--- src/omw_map.vh ---
// register map, field layout, reset values and state codes of the operating-mode controller
`ifndef OMW_MAP_VH
`define OMW_MAP_VH

// ----------------------------------------------------------------------------
// register byte addresses
// ----------------------------------------------------------------------------
`define OMW_ADDR_SCC 12'h000
`define OMW_ADDR_HS_OSC_CONTROL_REG 12'h004
`define OMW_ADDR_STATUS 12'h008
`define OMW_ADDR_PORTA_WAKE_ENABLE 12'h00C

// ----------------------------------------------------------------------------
// field positions
// ----------------------------------------------------------------------------
`define OMW_SCC_SEL_HI 7
`define OMW_SCC_SEL_LO 5
`define OMW_SCC_HS_KEEP 1
`define OMW_SCC_LS_KEEP 0
`define OMW_HS_OSC_CONTROL_REG_FLAG 1
`define OMW_HS_OSC_CONTROL_REG_EN 0
`define OMW_ST_PDF 0
`define OMW_ST_TO 1
`define OMW_ST_MODE_HI 4
`define OMW_ST_MODE_LO 2
`define OMW_ST_ACT_HI 7
`define OMW_ST_ACT_LO 5

// ----------------------------------------------------------------------------
// reset values and clock select codes
// ----------------------------------------------------------------------------
`define OMW_SEL_RST 3'h2
`define OMW_SEL_LS 3'h7
`define OMW_HS_EN_RST 1'h1

// ----------------------------------------------------------------------------
// operating states
// ----------------------------------------------------------------------------
`define OMW_S_FAST 3'h0
`define OMW_S_TO_SLOW 3'h1
`define OMW_S_SLOW 3'h2
`define OMW_S_TO_FAST 3'h3
`define OMW_S_SLEEP 3'h4
`define OMW_S_IDLE_LS_ONLY 3'h5
`define OMW_S_IDLE_BOTH_CLOCKS 3'h6
`define OMW_S_IDLE_HS_ONLY 3'h7

`endif

--- src/omw_ctrl.v ---
// operating-mode and wake-up controller with apb register access
//
// Contract
// - select code 111 runs system from low-speed clock
// - slow switch waits for low-speed oscillator stable
// - codes 000-110 pick high-speed divided 1..64
// - fast switch waits for high-speed stable flag
// - halt with keeps 00 enters sleep
// - halt with keeps 01 enters low-speed-only idle
// - halt with keeps 11 enters both-clocks idle
// - halt with keeps 10 enters high-speed-only idle
// - execution stops at halt, state retained
// - halt sets power-down, clears time-out flag
// - halt clears the watchdog counter
// - wake on pin edge, interrupt or overflow
// - power-down cleared only by reset or clear-watchdog
// - overflow wake sets time-out, resets pc and sp
// - per-pin wake enable, falling edge only
// - pin wake resumes after the halt
// - disabled or stack-full interrupt resumes, stays pending
// - enabled interrupt with free stack takes entry
// - request already set at halt cannot wake
//
// Design decisions made here: register access over APB and the address map.
`timescale 1ns/1ps
`include "omw_map.vh"

module omw_ctrl #(
    parameter PA_W = 8,
    parameter NINT = 4
) (
    // clock and reset
    input wire pclk,
    input wire presetn,
    // apb slave
    input wire psel,
    input wire penable,
    input wire pwrite,
    input wire [11:0] paddr,
    input wire [31:0] pwdata,
    output reg [31:0] prdata_q,
    output reg pready_q,
    output reg pslverr_q,
    // processor core, same clock
    input wire halt_exec,
    input wire clr_wdt_exec,
    input wire [NINT-1:0] int_req,
    input wire [NINT-1:0] int_enable,
    input wire stack_full,
    // watchdog, same clock
    input wire wdt_overflow,
    // asynchronous pins and oscillator ready levels
    input wire [PA_W-1:0] porta_pin,
    input wire hs_osc_ready,
    input wire ls_osc_ready,
    // clock and power control
    output reg [2:0] sysclk_div_q,
    output reg sysclk_use_ls_q,
    output reg hs_osc_run_q,
    output reg ls_osc_run_q,
    output reg cpu_run_q,
    output reg [2:0] op_mode_q,
    // core event pulses
    output reg resume_after_halt_q,
    output reg int_entry_q,
    output reg pc_sp_reset_q,
    output reg wdt_clear_q,
    // status flags
    output reg power_down_flag_q,
    output reg watchdog_timeout_flag_q
);

    // ------------------------------------------------------------------------
    // declarations
    // ------------------------------------------------------------------------
    reg [2:0] sysclk_select_q; // requested select code
    reg hs_osc_halt_keep_q; // keep high-speed running in halt
    reg ls_osc_halt_keep_q; // keep low-speed running in halt
    reg hs_osc_en_q; // software high-speed enable
    reg hs_osc_stable_flag_q; // high-speed stable, read only
    reg [PA_W-1:0] porta_wake_enable_q; // per-pin wake enable
    reg [PA_W-1:0] porta_prev_q; // last synchronised pin level
    reg [NINT-1:0] int_armed_q; // requests clear at halt
    reg [2:0] state_q;
    reg [2:0] state_d;
    reg [2:0] sysclk_div_d;
    reg hs_run_d;
    reg ls_run_d;
    wire [PA_W-1:0] porta_s; // synchronised pins
    wire [1:0] osc_rdy_s; // synchronised oscillator ready levels
    wire halted;
    wire halt_ok;
    wire [PA_W-1:0] pin_fall;
    wire pin_wake;
    wire [NINT-1:0] int_hit;
    wire int_wake;
    wire int_take;
    wire wdt_wake;
    wire wake;
    wire apb_setup;
    wire apb_wr;
    wire addr_ok;

    // ------------------------------------------------------------------------
    // synchronisers for pins and oscillator ready levels
    // ------------------------------------------------------------------------
    omw_sync #(
        .W(PA_W)
    ) u_pin_sync (
        .pclk(pclk),
        .presetn(presetn),
        .async_in(porta_pin),
        .sync_q(porta_s)
    );

    omw_sync #(
        .W(2)
    ) u_osc_sync (
        .pclk(pclk),
        .presetn(presetn),
        .async_in({hs_osc_ready, ls_osc_ready}),
        .sync_q(osc_rdy_s)
    );

    // ------------------------------------------------------------------------
    // wake sources
    // ------------------------------------------------------------------------
    assign halted = state_q[2];
    // halt is accepted in any running state, including a pending switch
    assign halt_ok = halt_exec & ~halted;
    // only enabled pins, high-to-low transitions only
    assign pin_fall = porta_prev_q & ~porta_s & porta_wake_enable_q;
    assign pin_wake = |pin_fall;
    // a request already pending at halt time is masked out of wake-up
    assign int_hit = int_req & int_armed_q;
    assign int_wake = |int_hit;
    assign int_take = |(int_hit & int_enable) & ~stack_full;
    assign wdt_wake = wdt_overflow;
    assign wake = halted & (pin_wake | int_wake | wdt_wake);

    // ------------------------------------------------------------------------
    // apb decode
    // ------------------------------------------------------------------------
    assign apb_setup = psel & ~penable;
    assign apb_wr = psel & penable & pready_q & pwrite;
    assign addr_ok = (paddr == `OMW_ADDR_SCC) | (paddr == `OMW_ADDR_HS_OSC_CONTROL_REG) |
                     (paddr == `OMW_ADDR_STATUS) | (paddr == `OMW_ADDR_PORTA_WAKE_ENABLE);

    // ------------------------------------------------------------------------
    // next operating state and clock selection
    // ------------------------------------------------------------------------
    always @* begin
        state_d = state_q;
        sysclk_div_d = sysclk_div_q;
        case (state_q)
            `OMW_S_FAST: begin
                if (sysclk_select_q == `OMW_SEL_LS) begin
                    state_d = `OMW_S_TO_SLOW;
                end else begin
                    // divider change within the high-speed source is direct
                    sysclk_div_d = sysclk_select_q;
                end
            end
            `OMW_S_TO_SLOW: begin
                if (sysclk_select_q != `OMW_SEL_LS) begin
                    // withdrawn; go back through to-fast in case high-speed stopped
                    state_d = `OMW_S_TO_FAST;
                end else if (osc_rdy_s[0]) begin
                    state_d = `OMW_S_SLOW;
                    sysclk_div_d = `OMW_SEL_LS;
                end
            end
            `OMW_S_SLOW: begin
                if (sysclk_select_q != `OMW_SEL_LS) begin
                    state_d = `OMW_S_TO_FAST;
                end
            end
            `OMW_S_TO_FAST: begin
                if (sysclk_select_q == `OMW_SEL_LS) begin
                    state_d = `OMW_S_TO_SLOW;
                end else if (hs_osc_stable_flag_q) begin
                    // stays on the previous clock selection until the flag rises
                    state_d = `OMW_S_FAST;
                    sysclk_div_d = sysclk_select_q;
                end
            end
            default: begin
                // halted; leave through the transition states so that a
                // stopped oscillator is waited for before it is used again
                if (wake) begin
                    if (sysclk_div_q == `OMW_SEL_LS) begin
                        state_d = `OMW_S_TO_SLOW;
                    end else begin
                        state_d = `OMW_S_TO_FAST;
                    end
                end
            end
        endcase
        if (halt_ok) begin
            // keep bits taken on the very cycle of the halt
            case ({hs_osc_halt_keep_q, ls_osc_halt_keep_q})
                2'b00: state_d = `OMW_S_SLEEP;
                2'b01: state_d = `OMW_S_IDLE_LS_ONLY;
                2'b11: state_d = `OMW_S_IDLE_BOTH_CLOCKS;
                default: state_d = `OMW_S_IDLE_HS_ONLY;
            endcase
        end
    end

    // ------------------------------------------------------------------------
    // oscillator run requests per state
    // ------------------------------------------------------------------------
    always @* begin
        case (state_d)
            `OMW_S_SLEEP: begin
                hs_run_d = 1'b0;
                ls_run_d = 1'b0;
            end
            `OMW_S_IDLE_LS_ONLY: begin
                hs_run_d = 1'b0;
                ls_run_d = 1'b1;
            end
            `OMW_S_IDLE_BOTH_CLOCKS: begin
                hs_run_d = 1'b1;
                ls_run_d = 1'b1;
            end
            `OMW_S_IDLE_HS_ONLY: begin
                hs_run_d = 1'b1;
                ls_run_d = 1'b0;
            end
            `OMW_S_FAST, `OMW_S_TO_SLOW, `OMW_S_TO_FAST: begin
                // the high-speed source is forced on whenever it is needed
                hs_run_d = 1'b1;
                ls_run_d = 1'b1;
            end
            default: begin
                // in slow mode software may stop the high-speed source
                hs_run_d = hs_osc_en_q;
                ls_run_d = 1'b1;
            end
        endcase
    end

    // ------------------------------------------------------------------------
    // state, clock outputs and oscillator control
    // ------------------------------------------------------------------------
    always @(posedge pclk or negedge presetn) begin
        if (!presetn) begin
            state_q <= `OMW_S_FAST;
            sysclk_div_q <= `OMW_SEL_RST;
            sysclk_use_ls_q <= 1'b0;
            hs_osc_run_q <= 1'b1;
            ls_osc_run_q <= 1'b1;
            cpu_run_q <= 1'b1;
            op_mode_q <= `OMW_S_FAST;
            hs_osc_stable_flag_q <= 1'b0;
        end else begin
            state_q <= state_d;
            op_mode_q <= state_d;
            sysclk_div_q <= sysclk_div_d;
            sysclk_use_ls_q <= (sysclk_div_d == `OMW_SEL_LS);
            hs_osc_run_q <= hs_run_d;
            ls_osc_run_q <= ls_run_d;
            // execution frozen in every halted state; nothing else is touched
            cpu_run_q <= ~state_d[2];
            // flag drops while stopped and rises only once ready again
            hs_osc_stable_flag_q <= hs_osc_run_q & osc_rdy_s[1];
        end
    end

    // ------------------------------------------------------------------------
    // wake handling, watchdog clear and status flags
    // ------------------------------------------------------------------------
    always @(posedge pclk or negedge presetn) begin
        if (!presetn) begin
            porta_prev_q <= {PA_W{1'b0}};
            int_armed_q <= {NINT{1'b0}};
            resume_after_halt_q <= 1'b0;
            int_entry_q <= 1'b0;
            pc_sp_reset_q <= 1'b0;
            wdt_clear_q <= 1'b0;
            power_down_flag_q <= 1'b0;
            watchdog_timeout_flag_q <= 1'b0;
        end else begin
            porta_prev_q <= porta_s;
            if (halt_ok) begin
                // arm only the requests that are clear at halt time
                int_armed_q <= ~int_req;
            end
            // the watchdog counts on by its own enable after this clear
            wdt_clear_q <= halt_ok;
            // overflow outranks an interrupt, interrupt outranks a pin
            pc_sp_reset_q <= wake & wdt_wake;
            int_entry_q <= wake & ~wdt_wake & int_wake & int_take;
            // pending interrupt stays in the core's request flag
            resume_after_halt_q <= wake & ~wdt_wake & ((int_wake & ~int_take) |
                                   (~int_wake & pin_wake));
            // set wins over a clear in the same cycle
            if (halt_ok) begin
                power_down_flag_q <= 1'b1;
            end else if (clr_wdt_exec) begin
                power_down_flag_q <= 1'b0;
            end
            if (wake & wdt_wake) begin
                watchdog_timeout_flag_q <= 1'b1;
            end else if (halt_ok) begin
                watchdog_timeout_flag_q <= 1'b0;
            end
        end
    end

    // ------------------------------------------------------------------------
    // apb registers: one wait-free access cycle after each setup cycle
    // ------------------------------------------------------------------------
    always @(posedge pclk or negedge presetn) begin
        if (!presetn) begin
            pready_q <= 1'b0;
            pslverr_q <= 1'b0;
            prdata_q <= 32'h0000_0000;
            sysclk_select_q <= `OMW_SEL_RST;
            hs_osc_halt_keep_q <= 1'b0;
            ls_osc_halt_keep_q <= 1'b0;
            hs_osc_en_q <= `OMW_HS_EN_RST;
            porta_wake_enable_q <= {PA_W{1'b0}};
        end else begin
            pready_q <= apb_setup;
            pslverr_q <= apb_setup & ~addr_ok;
            if (apb_setup & ~pwrite) begin
                // read data captured in setup, stable over the access cycle
                prdata_q <= 32'h0000_0000;
                if (paddr == `OMW_ADDR_SCC) begin
                    prdata_q[`OMW_SCC_SEL_HI:`OMW_SCC_SEL_LO] <= sysclk_select_q;
                    prdata_q[`OMW_SCC_HS_KEEP] <= hs_osc_halt_keep_q;
                    prdata_q[`OMW_SCC_LS_KEEP] <= ls_osc_halt_keep_q;
                end else if (paddr == `OMW_ADDR_HS_OSC_CONTROL_REG) begin
                    prdata_q[`OMW_HS_OSC_CONTROL_REG_FLAG] <= hs_osc_stable_flag_q;
                    prdata_q[`OMW_HS_OSC_CONTROL_REG_EN] <= hs_osc_en_q;
                end else if (paddr == `OMW_ADDR_STATUS) begin
                    prdata_q[`OMW_ST_PDF] <= power_down_flag_q;
                    prdata_q[`OMW_ST_TO] <= watchdog_timeout_flag_q;
                    prdata_q[`OMW_ST_MODE_HI:`OMW_ST_MODE_LO] <= state_q;
                    prdata_q[`OMW_ST_ACT_HI:`OMW_ST_ACT_LO] <= sysclk_div_q;
                end else if (paddr == `OMW_ADDR_PORTA_WAKE_ENABLE) begin
                    prdata_q[PA_W-1:0] <= porta_wake_enable_q;
                end
            end
            if (apb_wr) begin
                // status is read only; unmapped writes are dropped
                if (paddr == `OMW_ADDR_SCC) begin
                    sysclk_select_q <= pwdata[`OMW_SCC_SEL_HI:`OMW_SCC_SEL_LO];
                    hs_osc_halt_keep_q <= pwdata[`OMW_SCC_HS_KEEP];
                    ls_osc_halt_keep_q <= pwdata[`OMW_SCC_LS_KEEP];
                end else if (paddr == `OMW_ADDR_HS_OSC_CONTROL_REG) begin
                    hs_osc_en_q <= pwdata[`OMW_HS_OSC_CONTROL_REG_EN];
                end else if (paddr == `OMW_ADDR_PORTA_WAKE_ENABLE) begin
                    porta_wake_enable_q <= pwdata[PA_W-1:0];
                end
            end
        end
    end

endmodule

--- src/omw_sync.v ---
// two-flip-flop synchroniser for a bundle of independent level signals
`timescale 1ns/1ps

module omw_sync #(
    parameter W = 1
) (
    // clock and reset
    input wire pclk,
    input wire presetn,
    // asynchronous levels in, synchronous levels out
    input wire [W-1:0] async_in,
    output reg [W-1:0] sync_q
);

    reg [W-1:0] meta_q; // first stage, read only by the second stage

    // ------------------------------------------------------------------------
    // two stages; bits are independent, so no bus coherency is implied
    // ------------------------------------------------------------------------
    always @(posedge pclk or negedge presetn) begin
        if (!presetn) begin
            meta_q <= {W{1'b0}};
            sync_q <= {W{1'b0}};
        end else begin
            meta_q <= async_in;
            sync_q <= meta_q;
        end
    end

endmodule

--- config.mk ---
export PLATFORM = sky130hd
export DESIGN_NAME = omw_ctrl
export DESIGN_NICKNAME = d
export VERILOG_FILES = /design/src/omw_ctrl.v /design/src/omw_sync.v
export VERILOG_INCLUDE_DIRS = /design/src
export SDC_FILE = /design/constraint.sdc
export NUM_CORES = 1
export LEC_CHECK = 0
export ABC_AREA = 1
export BUFFER_PORTS_ARGS = -buffer_cell sky130_fd_sc_hd__buf_2
export CAP_MARGIN = 20
export CORE_ASPECT_RATIO = 2
export CORE_MARGIN = 2
export CORE_UTILIZATION = 45
export CTS_BUF_LIST = sky130_fd_sc_hd__clkbuf_16
export DETAILED_ROUTE_END_ITERATION = 10
export PLACE_DENSITY_LB_ADDON = 0.05
export SLEW_MARGIN = 20
export SYNTH_ARGS = -nofsm -noshare
export SYNTH_HDL_FRONTEND = slang
export SYNTH_HIERARCHICAL = 1
export SYNTH_SLANG_ARGS = --single-unit
--- constraint.sdc ---
create_clock -name pclk -period 4.29 [get_ports pclk]
set_input_delay 0.2145 -clock pclk [delete_from_list [all_inputs] [get_ports pclk]]
set_output_delay 0.2145 -clock pclk [all_outputs]
set_load 0.02 [all_outputs]
Word-level counts from Yosys, hierarchy flattened
Cells that the tools add are included.

Input port bits: 71. Bits in read-only memories: 0. Latch bits: 0. RAM bits: 0. Register bits: 73. Memories: 0. Word-level logic and storage cells: 130. Output and inout port bits: 50.

Reduce and logical (&&, ||, !) cells: 15. Eq/ne operators: 18. Add/sub/neg operators: 0. Order comparisons: 0. Bitwise logic cells: 40. Div/mod/pow operators: 0. Multipliers: 0. Shift operators: 0. Muxes and demuxes: 30.

Operator list (number): 2-to-1 mux 3 bit (15); == test 12 x 4 -> 1 bit, second input constant (2); == test 3 bit, second input constant (7); AND 1 bit (17); AND 8 bit (2); 2-to-1 mux 8 bit (2); == test 12 x 3 -> 1 bit, second input constant (1); logical NOT 12 bit (1); case mux 3 bit (4 select lines) (1); inverter 1 bit (11); == test 3 x 2 -> 1 bit, second input constant (3); case mux 3 bit (3 select lines) (1); AND 4 bit (2); inverter 8 bit (1); OR reduction 4 bit (2); OR reduction 8 bit (1); == test 3 x 1 -> 1 bit, second input constant (2); logical NOT 3 bit (2); 2-to-1 mux 2 bit (3); 2-to-1 mux 6 bit (1); OR 1 bit (6); case mux 2 bit (3 select lines) (1); 2-to-1 mux 1 bit (5); OR reduction 5 bit (1); 11 further kinds (13).

Depth between registers and ports, before layout
Word-level depth: 13. Gate-level depth with buffers: 13.

Cells and area by module
Netlist, hierarchy kept.

Modules (own cells, without submodules): omw_ctrl (seq. area each 1333.8 um^2, cells an instance 331, instances 1, area each 2747.6 um^2); omw_sync at u_pin_sync (seq. area each 400.4 um^2, cells an instance 16, instances 1, area each 400.4 um^2); omw_sync at u_osc_sync (seq. area each 100.1 um^2, cells an instance 4, instances 1, area each 100.1 um^2).

Worst setup path before layout
Ideal clock, no wire load.

Path type: register to register. Start: register state_q[2]. End: register ls_osc_run_q. Path buffers: 1. Path slack: 2.809 ns. Required time: 4.207 ns. Arrival time: 1.398 ns. Cell stages (with the launch flop): 11. Cell sequence: dfrtp_1 -> buf_6 -> inv_4 -> nand3_2 -> o21a_1 -> a21oi_1 -> nand2_1 -> nand2_2 -> inv_1 -> nand2_1 -> nand3_1.

Longest elaborated chain between the ends: 7. Elaborated cells on any way between the ends: 20. Classes of those cells: eq/ne (5); mux (10); bitwise (3); reduce/logical (2).

Ends and longest elaborated chain: start: declaration (line omw_ctrl.v:84) `reg [2:0] state_q;`; start signal: assignment (line omw_ctrl.v:249) `` state_q <= `OMW_S_FAST; ``; start signal: assignment (line omw_ctrl.v:258) `state_q <= state_d;`; AND 1 bit (line omw_ctrl.v:139) `assign wake = halted & (pin_wake | int_wake | wdt_wake);`; 2-to-1 mux 3 bit (line omw_ctrl.v:190) `if (wake) begin`; case mux 3 bit (4 select lines) (line omw_ctrl.v:155) `case (state_q)`; 2-to-1 mux 3 bit * (line omw_ctrl.v:199) `if (halt_ok) begin`; named net state_d[0] (line omw_ctrl.v:85) `reg [2:0] state_d;`; == test 3 bit (line omw_ctrl.v:214) `case (state_d)`; OR reduction 2 bit (no source line) *; 2-to-1 mux 1 bit * (line omw_ctrl.v:214); named net ls_run_d (line omw_ctrl.v:88) `reg ls_run_d;`; end signal: assignment (line omw_ctrl.v:263) `ls_osc_run_q <= ls_run_d;`; end: declaration (line omw_ctrl.v:60) `output reg ls_osc_run_q,`.

The timed path passes the listed nets; every way through them passes the cells marked *. A chain may end at the register's enable or synchronous reset.

Worst setup path after layout
Start: register int_armed_q[2]. End: register hs_osc_run_q.

Longest elaborated chain between the ends: 11. Elaborated cells on any way between the ends: 18. Classes of those cells: eq/ne (6); mux (4); bitwise (4); reduce/logical (4).

Ends and longest elaborated chain: start: declaration (line omw_ctrl.v:83) `reg [NINT-1:0] int_armed_q;`; start signal: assignment (line omw_ctrl.v:277) `int_armed_q <= {NINT{1'b0}};`; start signal: assignment (line omw_ctrl.v:288) `int_armed_q <= ~int_req;`; AND 4 bit * (line omw_ctrl.v:135) `assign int_hit = int_req & int_armed_q;`; OR reduction 4 bit * (line omw_ctrl.v:136) `assign int_wake = |int_hit;`; OR 1 bit * (2 in a row) (line omw_ctrl.v:139); AND 1 bit * (line omw_ctrl.v:139); 2-to-1 mux 3 bit * (line omw_ctrl.v:190); case mux 3 bit (4 select lines) * (line omw_ctrl.v:155); 2-to-1 mux 3 bit * (line omw_ctrl.v:199); named net state_d[1] (line omw_ctrl.v:85); == test 3 bit, or another cell as far along (line omw_ctrl.v:214); OR reduction 5 bit (no source line) or OR reduction 2 bit (tied branches); case mux 1 bit (2 select lines) * (line omw_ctrl.v:214); named net hs_run_d (line omw_ctrl.v:87) `reg hs_run_d;`; end signal: assignment (line omw_ctrl.v:262) `hs_osc_run_q <= hs_run_d;`; end: declaration (line omw_ctrl.v:59) `output reg hs_osc_run_q,`.

Marked as above.

==> summary.md <==
| Metric | Value |
|---|---|
| Status | `completed` |
| Psw | `between 0.6 and 0.7 mW` |
| Fin Setup TNS | `0 ps` |
| Num rows | `between 40 and 50` |
| Initial antenna violation count | `0` |
| Remaining antenna violation count | `0` |
| Clock group share of total power | `0.350` |
| H-Tree Depth | `3` |
| Critical path arrival | `approximately 2000 ps` |
| Flop pwr share | `0.434` |
| Fin crit share | `0.406` |
| Sequential element share of the synthesized area | `0.565` |
| Gate power share | `0.216` |
| CTS clk-pin slew, worst paths | `about 60 ps` |
| DRC | `0` |
| Worst path slowest cell | `dfrtp_1` |
| Leak | `about 2.1 nW` |
| Netlist cell types | `37` |
| Area after DPL | `3610 um^2` |
| Number of global-route vias before repair | `2515` |
| Slowest stage delay, CP | `~370 ps` |
| Worst R2R Start | `int_armed_q[2]` |
| Max-Cap Viols | `0` |
| Drt first pass iters | `4` |
| CP most frequent cell | `nand2_1` |
| Worst setup path category | `register to register` |
| Crit-path max FO | `3` |
| Final Skew | `between 5 and 6 ps` |
| First-pass GRT wire length | `between 10 and 15 mm` |
| Sw Share | `0.324` |
| Final hold viol count | `0` |
| Initial core utilization | `0.468` |
| # IOs | `121` |
| Final Setup Violations | `0` |
| Die H | `roughly 120 um` |
| Post-CTS Hold Fix Bufs | `10` |
| Maximum VDD drop | `between 200 and 300 uV` |
| IO buf count | `between 70 and 80` |
| Synth Instances | `between 300 and 400` |
| WL per Instance | `approximately 13 um` |
| Worst-case clock buffer depth | `2` |
| Yosys Warn Count | `6` |
| Mapped Area | `between 3000 and 4000 um^2` |
| HP Class | `primary input to register` |
| DP Wirelength | `5.40 mm` |
| Internal power contribution | `between 1 and 1.5 mW` |
| PostCTS Resize Cnt | `0` |
| Worst Max-Slew Pin Slew | `622 ps` |
| Antenna fix cells | `0` |
| DR vias | `between 2000 and 3000` |
| Min-delay src | `stack_full` |
| Design area | `about 4000 um^2` |
| Ys flop type | `dfrtp_1` |
| Initial DRC Count | `150` |
| Post-synth EDFFs | `0` |
| Final WL | `approximately 7.1 mm` |
| Share of layout cells above drive strength 1 | `0.256` |
| Slew margin rel. | `0.586` |
| Crit. End Element | `register` |
| Layout area overhead | `23.0%` |
| Pwr dens | `about 480 nW/um^2` |
| DR vias/cell | `about 4.7` |
| CTS Root Cell | `clkbuf_16` |
| Global-route total usage across every layer | `0.195` |
| CTS buffer count | `9` |
| Overflow after GRT | `0` |
| DIE AREA | `7950 um^2` |
| CTS tree | `built` |
| Worst hold margin | `about 52 ps` |
| Async SR Flop Fraction | `1.00` |
| Post CTS Setup Buffer Count | `0` |
| Startpoint Class | `register` |
| Core area | `around 6900 um^2` |
| Syn Area/Cell | `~9.3 um^2` |
| CP Launch Point | `int_armed_q[2]` |
| Seq cells post-synth | `73` |
| Final min period | `around 1700 ps` |
| RSZ-0062 raised after global routing | `no` |
| Crit-path cells | `nand2_1, nand2_1, nor2_1, nand3_1, nor2_1, nand3_1, nand2_1, nand2_1, nand2_1, nand2_1, nor2_1, nor2_1` |
| Largest net degree at the start of global routing | `49` |
| NumNets Final | `between 500 and 600` |
| Worst EP required | `~4600 ps` |
| Count of pins over their slew limit | `0` |
| GP Congestion | `around 0.8` |
| Clock latency on the worst-skew pair | `330 ps` |
| FMAX | `approximately 0.57 GHz` |
| Die Span X | `about 64 um` |
| # clock sinks | `73` |
-- cell families after synthesis --
| logic type | Yosys count | share of synthesized area |
|---|---|---|
| compound gates | 49 | 0.0921 |
| buf+inv | 73 | 0.116 |
| flops | 73 | 0.565 |
| simple gates | 150 | 0.208 |
| fa+ha+maj | 2 | 0.00770 |
| other cells | 1 | 0.00115 |
| mux | 3 | 0.0104 |
-- layout by cell type, fill, tap and decap left out, types with 6 or more instances in the layout --
cell type	Yosys	routed
o21ai_0	25	25
nand2_1	72	72
dfstp_2	6	6
conb_1	1	24
nand3_1	22	22
nor2_1	32	32
nor3_1	6	6
dfrtp_1	67	67
inv_1	40	40
dlygate4sd3_1	0	11
o211ai_1	6	6
clkbuf_16	0	9
buf_2	1	71
nand4_1	6	6
-- path summary, 6_finish.rpt --
kind                       slack [ps]                    to  cells past startpoint
min reg2reg                       350  u_osc_sync/sync_q[0]                      0
max in group asynchronous        3020             cpu_run_q                      3
max                              2550          hs_osc_run_q                     12
min in group asynchronous         440              pready_q                      2
min                                50           int_entry_q                      2
max reg2reg                      2550          hs_osc_run_q                     12
-- routing by layer --
layer  global-route usage  vias to the layer above  wire length, um
met5                    0                        -                0
met4                0.107                        0              160
met3               0.0388                       10              360
met2                0.359                       79             3770
met1                0.203                     1166             2770
li1                     -                     1271                -
-- state kept, by name (all words and copies together), names as in the netlist, 3 cells and up --
name and cells:
porta_prev_q 8, sysclk_div_q 3, u_pin_sync/sync_q 8, prdata_q 8, state_q 3, int_armed_q 4
u_pin_sync/meta_q 8, sysclk_select_q 3, porta_wake_enable_q 8
-- power by group through the flow --
| stage | logic, mW | clock network [mW] | registers [mW] |
|---|---|---|---|
| after floorplan | 0.241 | 0 | 0.878 |
| after global placement | 0.401 | 0 | 0.842 |
| after detailed placement | 0.409 | 0 | 0.843 |
| after CTS | 0.417 | 0.686 | 0.831 |
| after global routing | 0.461 | 0.712 | 0.838 |
| final | 0.412 | 0.669 | 0.829 |
-- through the flow --
step	utilization	power, mW	cells	worst slack (ps)
after floorplan	-	1.12	374	2810
after global placement	0.520	1.24	509	2540
final	0.575	1.91	535	2550
after detailed placement	0.520	1.25	509	2520
after global routing	0.575	2.01	535	2260
after CTS	0.574	1.93	534	2480
-- cell type report --
type	instances	area (um^2)
Multi-Input combinational cell	228	1120
Clock inverter	6	45.0
Clock buffer	9	225
Sequential cell	73	1830
Inverter	45	171
Tap cell	90	113
Timing Repair Buffer	84	480
Fill cell	666	2950
-- synth_stat cells (3+ instances only) --
library cell | instances | area (um^2)
o211ai_1 | 6 | 45.0
nor2_1 | 32 | 120
dfstp_2 | 6 | 158
inv_1 | 40 | 150
buf_4 | 24 | 180
nand3_1 | 22 | 110
inv_2 | 4 | 15.0
nor3_1 | 6 | 30.0
mux2_2 | 3 | 33.8
nand2_2 | 3 | 18.8
o2111ai_1 | 4 | 35.0
nand4_1 | 6 | 37.5
a21oi_1 | 4 | 20.0
nand2_1 | 72 | 270
o21ai_0 | 25 | 125
dfrtp_1 | 67 | 1680
-- critical path: cells and delay by family, from the launching register on --
kind,cells,cell delay (ps)
DFF,1,370
and+or+nand+nor,12,1300
Note: power is estimated with default switching activity, not from simulation.
